[src/pkg/mrf_params.svh]
// Offsets, field positions, reset values and timing counts of the monitor control registers.
// Assumes an 8-bit register port with byte offsets; included by its bare name.
`ifndef MRF_PARAMS_SVH
`define MRF_PARAMS_SVH

`define MRF_ADDR_RATE        8'h04
`define MRF_ADDR_QUEUE       8'h06
`define MRF_ADDR_FAN         8'h07
`define MRF_ADDR_MASK        8'h08

`define MRF_RST_RATE         8'h00
`define MRF_RST_QUEUE        8'h01
`define MRF_RST_FAN          8'h09
`define MRF_RST_MASK         8'h52

// Bits that a host write may change; all others hold their reset value
`define MRF_WMASK_RATE       8'h8f
`define MRF_WMASK_QUEUE      8'h0f
`define MRF_WMASK_FAN        8'h43
`define MRF_WMASK_MASK       8'hf8

`define MRF_RATE_LSB         0
`define MRF_RATE_MAX         4'ha
`define MRF_FAN_OFF_BIT      6
`define MRF_FAN_SEL_LSB      0
`define MRF_MASK_LSB         3

`define MRF_CLK_HZ           10000000
`define MRF_SLOW_PERIOD_MS   16000
`define MRF_SLOW_PERIOD_CYC  ((`MRF_CLK_HZ / 1000) * `MRF_SLOW_PERIOD_MS)

`endif

[src/pkg/mrf_pkg.sv]
// Types shared by the monitor control register bank and its rate timer.
// Holds no constants; those live in mrf_params.svh.
package mrf_pkg;

    typedef enum logic [1:0] {
        MRF_SRC_LOCAL    = 2'b00,
        MRF_SRC_REMOTE_A = 2'b01,
        MRF_SRC_REMOTE_B = 2'b10,
        MRF_SRC_FULL     = 2'b11
    } mrf_drive_sel_type;

    typedef logic [7:0] mrf_byte_type;

endpackage

[src/pkg/mrf_rate_if.sv]
// Link between the register bank and the conversion rate timer.
// Both ends run on the same clock.
`timescale 1ns/1ns
interface mrf_rate_if;
    logic [3:0] rate_code;
    logic       round_start;
    logic [3:0] active_rate;
    logic       conv_tick;

    modport ctrl  (output rate_code, output round_start, input active_rate, input conv_tick);
    modport timer (input rate_code, input round_start, output active_rate, output conv_tick);
endinterface

[src/rtl/mrf_regs.sv]
// Rate, fault queue, fan behaviour and first interrupt mask registers of the monitor.
// Assumes the bus engine presents one-cycle byte writes and a read address on the same clock;
// lock and soft restore come from the configuration registers on the same clock.
`timescale 1ns/1ns
`include "mrf_params.svh"
module mrf_regs
    import mrf_pkg::*;
#(
    parameter int SLOW_PERIOD_CYC = `MRF_SLOW_PERIOD_CYC
) (
    // Clock and reset
    input  wire logic       core_clk_i,
    input  wire logic       rst_n_i,
    // Register port from the bus engine
    input  wire logic [7:0] reg_addr_i,
    input  wire logic       reg_wr_i,
    input  wire logic [7:0] reg_wdata_i,
    output logic      [7:0] reg_rdata_o,
    // Global controls held elsewhere
    input  wire logic       lock_i,
    input  wire logic       soft_restore_i,
    // Measurement sequencer
    input  wire logic       round_start_i,
    input  wire logic       meas_done_i,
    input  wire logic       meas_out_i,
    output logic      [3:0] active_rate_o,
    output logic            conv_tick_o,
    // Alert qualification
    output logic      [2:0] fault_need_o,
    output logic            fault_alert_o,
    // Interrupt status: local high, local low, remote high, remote low, diode error
    input  wire logic [4:0] status_i,
    output logic            int_o,
    // Fan drive
    input  wire logic [7:0] local_speed_i,
    input  wire logic [7:0] remote_speed_i,
    output logic      [7:0] fan_drive_o
);

    // Priority decode of the queue field into a count of one to four
    function automatic logic [2:0] queue_need(input logic [3:0] q);
        if (q[3]) begin
            return 3'd4;
        end else if (q[2]) begin
            return 3'd3;
        end else if (q[1]) begin
            return 3'd2;
        end else begin
            return 3'd1;
        end
    endfunction

    mrf_byte_type      rate_r;
    mrf_byte_type      queue_r;
    mrf_byte_type      fan_r;
    mrf_byte_type      mask_r;
    mrf_byte_type      rdata_r;
    logic        [2:0] fault_cnt_r;
    logic              int_r;
    logic        [7:0] drive_r;

    logic              wr_rate;
    logic              wr_queue;
    logic              wr_fan;
    logic              wr_mask;
    logic        [2:0] need_w;
    logic              fan_off_w;
    mrf_drive_sel_type sel_w;
    logic        [7:0] drive_nxt;
    logic        [7:0] rd_mux;
    logic              int_nxt;

    // Lockable registers drop writes while locked; the mask is never locked
    assign wr_rate  = reg_wr_i && !lock_i && (reg_addr_i == `MRF_ADDR_RATE);
    assign wr_queue = reg_wr_i && !lock_i && (reg_addr_i == `MRF_ADDR_QUEUE);
    assign wr_fan   = reg_wr_i && !lock_i && (reg_addr_i == `MRF_ADDR_FAN);
    assign wr_mask  = reg_wr_i && (reg_addr_i == `MRF_ADDR_MASK);

    // Soft restore wins over a write in the same cycle
    always_ff @(posedge core_clk_i or negedge rst_n_i) begin
        if (!rst_n_i) begin
            rate_r  <= `MRF_RST_RATE;
            queue_r <= `MRF_RST_QUEUE;
            fan_r   <= `MRF_RST_FAN;
            mask_r  <= `MRF_RST_MASK;
        end else if (soft_restore_i) begin
            rate_r  <= `MRF_RST_RATE;
            queue_r <= `MRF_RST_QUEUE;
            fan_r   <= `MRF_RST_FAN;
            mask_r  <= `MRF_RST_MASK;
        end else begin
            if (wr_rate) begin
                rate_r  <= (reg_wdata_i & `MRF_WMASK_RATE) | (rate_r & ~`MRF_WMASK_RATE);
            end
            if (wr_queue) begin
                queue_r <= (reg_wdata_i & `MRF_WMASK_QUEUE) | (queue_r & ~`MRF_WMASK_QUEUE);
            end
            if (wr_fan) begin
                fan_r   <= (reg_wdata_i & `MRF_WMASK_FAN) | (fan_r & ~`MRF_WMASK_FAN);
            end
            if (wr_mask) begin
                mask_r  <= (reg_wdata_i & `MRF_WMASK_MASK) | (mask_r & ~`MRF_WMASK_MASK);
            end
        end
    end

    // Read data is registered: it follows the address by one cycle
    assign rd_mux = (reg_addr_i == `MRF_ADDR_RATE)  ? rate_r  :
                    (reg_addr_i == `MRF_ADDR_QUEUE) ? queue_r :
                    (reg_addr_i == `MRF_ADDR_FAN)   ? fan_r   :
                    (reg_addr_i == `MRF_ADDR_MASK)  ? mask_r  : 8'h00;

    // Rate timer; bit 7 of the rate register is stored but never steers it
    mrf_rate_if rate_link ();
    assign rate_link.rate_code   = rate_r[`MRF_RATE_LSB +: 4];
    assign rate_link.round_start = round_start_i;
    assign active_rate_o         = rate_link.active_rate;
    assign conv_tick_o           = rate_link.conv_tick;

    mrf_rate_timer #(
        .SLOW_PERIOD_CYC (SLOW_PERIOD_CYC)
    ) u_rate_timer (
        .core_clk_i (core_clk_i),
        .rst_n_i    (rst_n_i),
        .rate       (rate_link.timer)
    );

    // Consecutive out-of-limit count, saturating at the deepest queue
    assign need_w = queue_need(queue_r[3:0]);

    // Fan source and forced states; fan-off outranks full speed
    assign fan_off_w = fan_r[`MRF_FAN_OFF_BIT];
    assign sel_w     = mrf_drive_sel_type'(fan_r[`MRF_FAN_SEL_LSB +: 2]);
    assign drive_nxt = fan_off_w                ? 8'h00 :
                       (sel_w == MRF_SRC_FULL)  ? 8'hff :
                       (sel_w == MRF_SRC_LOCAL) ? local_speed_i : remote_speed_i;

    // Masked sources keep their status but never raise the output
    assign int_nxt = |(status_i & ~mask_r[`MRF_MASK_LSB +: 5]);

    always_ff @(posedge core_clk_i or negedge rst_n_i) begin
        if (!rst_n_i) begin
            rdata_r     <= 8'h00;
            fault_cnt_r <= 3'd0;
            int_r       <= 1'b0;
            drive_r     <= 8'h00;
        end else begin
            rdata_r <= rd_mux;
            int_r   <= int_nxt;
            drive_r <= drive_nxt;
            if (meas_done_i && !meas_out_i) begin
                fault_cnt_r <= 3'd0;
            end else if (meas_done_i && (fault_cnt_r != 3'd4)) begin
                fault_cnt_r <= fault_cnt_r + 3'd1;
            end
        end
    end

    assign reg_rdata_o   = rdata_r;
    assign fault_need_o  = need_w;
    assign fault_alert_o = (fault_cnt_r >= need_w);
    assign int_o         = int_r;
    assign fan_drive_o   = drive_r;

    chk_lock_blocks_rate: assert property (@(posedge core_clk_i) disable iff (!rst_n_i)
        reg_wr_i && lock_i && !soft_restore_i && (reg_addr_i == `MRF_ADDR_RATE)
        |=> $stable(rate_r))
        else $error("Locked rate register accepted a write");

    chk_mask_not_locked: assert property (@(posedge core_clk_i) disable iff (!rst_n_i)
        reg_wr_i && lock_i && !soft_restore_i && (reg_addr_i == `MRF_ADDR_MASK)
        |=> mask_r[7:3] == $past(reg_wdata_i[7:3]))
        else $error("Mask write lost while locked");

    chk_soft_defaults: assert property (@(posedge core_clk_i) disable iff (!rst_n_i)
        soft_restore_i |=> (rate_r == 8'h00) && (queue_r == 8'h01)
                           && (fan_r == 8'h09) && (mask_r == 8'h52))
        else $error("Soft restore did not load defaults");

    chk_fan_off_stops: assert property (@(posedge core_clk_i) disable iff (!rst_n_i)
        fan_r[6] |=> (fan_drive_o == 8'h00))
        else $error("Fan not stopped while fan-off set");

    chk_fan_source_sel: assert property (@(posedge core_clk_i) disable iff (!rst_n_i)
        !fan_r[6] && (fan_r[1:0] != 2'b11)
        |=> fan_drive_o == (($past(fan_r[1:0]) == 2'b00) ? $past(local_speed_i)
                                                         : $past(remote_speed_i)))
        else $error("Fan drive follows the wrong temperature source");

    chk_fan_full_speed: assert property (@(posedge core_clk_i) disable iff (!rst_n_i)
        !fan_r[6] && (fan_r[1:0] == 2'b11) |=> (fan_drive_o == 8'hff))
        else $error("Fan not at full speed for code 11");

    chk_int_masked: assert property (@(posedge core_clk_i) disable iff (!rst_n_i)
        ((status_i & ~mask_r[7:3]) == 5'h00) |=> !int_o)
        else $error("Masked status raised the interrupt");

    chk_queue_gate: assert property (@(posedge core_clk_i) disable iff (!rst_n_i)
        meas_done_i && meas_out_i && (queue_r[3:0] == 4'h8) && (fault_cnt_r == 3'd0)
        && !soft_restore_i && !wr_queue
        |=> !fault_alert_o ##0 fault_cnt_r == 3'd1)
        else $error("Alert raised before the queue depth was reached");

    chk_reserved_zero: assert property (@(posedge core_clk_i) disable iff (!rst_n_i)
        (reg_addr_i == `MRF_ADDR_QUEUE) |=> (reg_rdata_o[7:4] == 4'h0))
        else $error("Reserved queue bits read non-zero");

endmodule // mrf_regs

[src/rtl/mrf_rate_timer.sv]
// Conversion rate timer: holds the rate in force and emits one tick per conversion.
// Assumes round_start comes from the measurement sequencer on the same clock.
`timescale 1ns/1ns
`include "mrf_params.svh"
module mrf_rate_timer
    import mrf_pkg::*;
#(
    parameter int SLOW_PERIOD_CYC = `MRF_SLOW_PERIOD_CYC
) (
    // Clock and reset
    input  wire logic core_clk_i,
    input  wire logic rst_n_i,
    // Link to the register bank
    mrf_rate_if.timer rate
);

    generate
        if (SLOW_PERIOD_CYC < 1024) begin : g_bad_period
            $error("SLOW_PERIOD_CYC must be at least 1024");
        end
    endgenerate

    logic [3:0]  active_r;
    logic [31:0] count_r;
    logic [3:0]  code_clamped;
    logic [31:0] period_w;
    logic        wrap_w;

    // Codes above the fastest rate are undefined; they run at the fastest rate
    assign code_clamped = (rate.rate_code > `MRF_RATE_MAX) ? `MRF_RATE_MAX : rate.rate_code;
    assign period_w     = 32'(SLOW_PERIOD_CYC) >> active_r;
    assign wrap_w       = (count_r == period_w - 32'h1);

    always_ff @(posedge core_clk_i or negedge rst_n_i) begin
        if (!rst_n_i) begin
            active_r <= 4'h0;
            count_r  <= 32'h0;
        end else begin
            if (rate.round_start) begin
                active_r <= code_clamped;
                count_r  <= 32'h0;
            end else if (wrap_w) begin
                count_r  <= 32'h0;
            end else begin
                count_r  <= count_r + 32'h1;
            end
        end
    end

    assign rate.active_rate = active_r;
    assign rate.conv_tick   = wrap_w && !rate.round_start;

    // Helper: cycles since the last tick or boundary
    logic [31:0] since_r;
    always_ff @(posedge core_clk_i or negedge rst_n_i) begin
        if (!rst_n_i) begin
            since_r <= 32'h0;
        end else if (rate.conv_tick || rate.round_start) begin
            since_r <= 32'h0;
        end else begin
            since_r <= since_r + 32'h1;
        end
    end

    chk_rate_hold: assert property (@(posedge core_clk_i) disable iff (!rst_n_i)
        !$past(rate.round_start) |-> $stable(active_r))
        else $error("Rate changed outside a round-robin boundary");

    chk_rate_period: assert property (@(posedge core_clk_i) disable iff (!rst_n_i)
        rate.conv_tick |-> (since_r == (32'(SLOW_PERIOD_CYC) >> active_r) - 32'h1))
        else $error("Conversion tick spacing does not match the active rate");

endmodule // mrf_rate_timer

[config.mk]
export PLATFORM = sky130hd
export DESIGN_NAME = mrf_regs
export DESIGN_NICKNAME = d
export VERILOG_FILES = /design/src/pkg/mrf_pkg.sv /design/src/pkg/mrf_rate_if.sv /design/src/rtl/mrf_regs.sv /design/src/rtl/mrf_rate_timer.sv
export VERILOG_INCLUDE_DIRS = /design/src /design/src/pkg
export SDC_FILE = /design/constraint.sdc
export NUM_CORES = 1
export LEC_CHECK = 0
export BUFFER_PORTS_ARGS = -buffer_cell sky130_fd_sc_hd__buf_2
export CORE_MARGIN = 1
export CORE_UTILIZATION = 56
export CTS_CLUSTER_SIZE = 24
export DETAILED_ROUTE_END_ITERATION = 6
export PLACE_DENSITY = 0.9
export SYNTH_ARGS = -nofsm -noshare
export SYNTH_HDL_FRONTEND = slang
export SYNTH_SLANG_ARGS = --single-unit
[constraint.sdc]
create_clock -name core_clk_i -period 10.75 [get_ports core_clk_i]
set_input_delay 1.075 -clock core_clk_i [delete_from_list [all_inputs] [get_ports core_clk_i]]
set_output_delay 1.075 -clock core_clk_i [all_outputs]
set_load 0.005 [all_outputs]
==> results.txt <==
static leakage: 2.48 nW
# hold bufs at CTS: 0
largest net degree at the start of global routing: 76
largest area contributor in the netlist: dfrtp_1
post-synth top area share: 0.335
Final ANT Viol Nets: 0
share of layout cells above drive strength 1: 0.242
Buf/Inv on CP: 3
failing checks: design-rule violations
sequential-to-total area share from yosys stat: 0.366
initial antenna violation count: 0
CP max FO: 18
Initial Util: 0.585
CP max-delay cell: or4_4
CTS max path bufs: 2
TritonCTS clock tree: done
Placement Rows: 34
final hold viol count: 0
clock skew: 0.0151 ns
DRC: 2
fmax: 198 MHz
clk slew on worst S/H paths: 0.09 ns
synthesis warning total: 0
commonest cells after routing, fill and taps aside: 70 x buf_2, 69 x dfrtp_1, 48 x nor2_1, 33 x nand2_1, 31 x xnor2_1
GRT Total Usage: 0.268
ranking of synthesized cells by area: dfrtp_1 33%, xnor2_1 5.3%, xor2_1 4.4%, mux2i_1 4.3%, nor2_4 3.7%
first-pass GRT wire length: 20.4 mm
diode count: 0
Top FF cell, synth: dfrtp_1
Placeable Area: 8810 µm²
gr ovfl total: 0
RSZ-0062 raised after global routing: false
Post-synth EDFFs: 0
post-synthesis cell type count: 77
vias post-DR: 4343
max incr delay on CP: 0.58 ns
relative slew slack: 0.286
top-level port count: 71
Startpoint Class: flip-flop
Initial DRT Pass Iterations: 7
clk root buf: clkbuf_8
Synth async-reset ratio: 1.00
worst path required time: 9.68 ns
Buffers on Ports: 70
crit path setup slack, layout: 5.70 ns
Worst-Skew Late Latency: 0.36 ns
MaxCap Viol Count: 0
Die ar.: 9590 µm²
Pint: 0.411 mW
total CTS buffers: 9
Post-Syn Instances: 546
crit path kind: flip-flop to output pin
Worst Max-Slew Pin Slew: 1.07 ns
Layout fillers: 723
net switching power figure: 0.165 mW
CTS resizes: 0
final core occ: 0.646
family with the most delay on the worst path: simple AND/OR/NAND/NOR gates
switch share: 0.287
vias in the first global route: 4226
final worst-path cycle share: 0.470
clock network fraction of design power: 0.373
HPWL Detailed: 9.19 mm
Hold/Removal Path Class: flip-flop to flip-flop
Comb pwr share: 0.121
run status: finished with violations
PwrDens: 101 nW/µm²
Max IR drop VDD: 91.2 µV
Final nets: 662
Area growth syn-to-layout: 10.3%
final wirelength: 12.4 mm
H-tree levels: 3
sequential share of power: 0.506
Die H: 97.9 µm
setup TNS: 0 ns
Post-Place Worst Slack: 6.11 ns
GPL Wtd Cong: 0.934
wire per inst: 17.4 µm
Syn Area/Cell: 9.44 µm²
Arr. time, crit path: 3.98 ns
post-DR vias/cell: 6.07
most common cell after layout, fill and taps aside: buf_2
Synth Register Bits: 75
final setup violating endpoints: 0
final count of pins violating max slew: 0
DR iter-0 viols: 329
synthesized area: 5150 µm²
Setup Buffers After CTS: 0
Post-Synthesis Net Count: 606
# clock sinks: 75
chip width: 97.9 µm
fin crit period: 5.05 ns
CP Capture Type: output pin
CP cell instances: inv_1, ha_1, mux2_2, nand2_1, ha_1, inv_1, or4_4, nor4b_4, xnor2_1, a31o_1, nand4_1, nor2_1, buf_2
-- power by group through the flow --
stage,Clock [mW],Combinational (mW),Sequential (mW)
3_5_place_dp,0,0.0695,0.297
5_1_grt,0.230,0.0777,0.293
4_1_cts,0.219,0.0700,0.292
3_3_place_gp,0,0.0662,0.297
6_report,0.215,0.0698,0.292
2_1_floorplan,0,0.0430,0.296
-- final cells by class --
class / count / area (µm²) / area share
sequential: 75 / 1880 / 0.331
multi-input combinational: 424 / 3030 / 0.533
inverter: 19 / 71.3 / 0.0125
tap: 108 / 135 / 0.0238
clock buffer: 10 / 138 / 0.0242
clock inverter: 6 / 56.3 / 0.00990
timing repair buffer: 73 / 373 / 0.0656
-- through the flow --
stage / instances / hold WS [ns] / instance area, µm² / power (mW)
floorplan: 546 / 0.476 / 5150 / 0.339
finish: 715 / 0.528 / 5690 / 0.577
detailed placement: 699 / 0.504 / 5490 / 0.367
global placement: 699 / 0.507 / 5490 / 0.363
CTS: 715 / 0.528 / 5690 / 0.581
global route: 715 / 0.550 / 5690 / 0.600
-- routing by layer --
| layer | GRT usage | up-vias | part of all wire |
|---|---|---|---|
| met5 | 0 | - | 0 |
| met4 | 0.121 | 0 | 0.029 |
| met3 | 0.0387 | 33 | 0.066 |
| met2 | 0.458 | 190 | 0.50 |
| met1 | 0.337 | 2063 | 0.41 |
| li1 | - | 2057 | - |
-- synthesized netlist by cell type, types with 7 or more instances --
master and number:
a21oi_1 21, a31oi_1 7, and3_1 12, clkbuf_1 15, dfrtp_1 69, ha_1 15
inv_1 18, mux2_2 12, mux2i_1 22, nand2_1 33, nand2b_1 9, nand3_1 22
nor2_1 48, nor2_4 17, nor2b_1 7, nor3_1 8, o21ai_0 17, o22ai_1 9
xnor2_1 31, xor2_1 26
-- state kept, by name, summed over array words and instances, names as in the netlist --
name,cells
int_o,1
queue_r,4
u_rate_timer.count_r,32
reg_rdata_o,8
fault_cnt_r,3
rate_r,5
mask_r,6
fan_r,4
fan_drive_o,8
u_rate_timer.rate.active_rate,4
-- path summary, 6_finish.rpt --
path	startpoint	to	slack, ns	cells after the start
worst min register to register	mask_r[5]	int_o	0.53	1
min in group asynchronous	rst_n_i	fault_cnt_r[0]	0.93	2
max in group asynchronous	rst_n_i	u_rate_timer.count_r[14]	9.20	2
worst max-delay path	u_rate_timer.rate.active_rate[1]	conv_tick_o	5.70	13
worst min-delay path	mask_r[5]	int_o	0.53	1
worst max register to register	u_rate_timer.rate.active_rate[1]	u_rate_timer.count_r[3]	6.19	12
-- kinds of logic (layout without fill, tap and decap cells) --
logic type      Yosys count  count (layout)  synth area share
flops                    75              75             0.366
xor+xnor                 57              57            0.0968
mux                      34              34            0.0689
fa+ha+maj                15              15            0.0364
compound gates          103             103             0.140
buf+inv                  47             108            0.0468
simple gates            215             215             0.246
No activity file was read; power rests on OpenSTA's default activity.
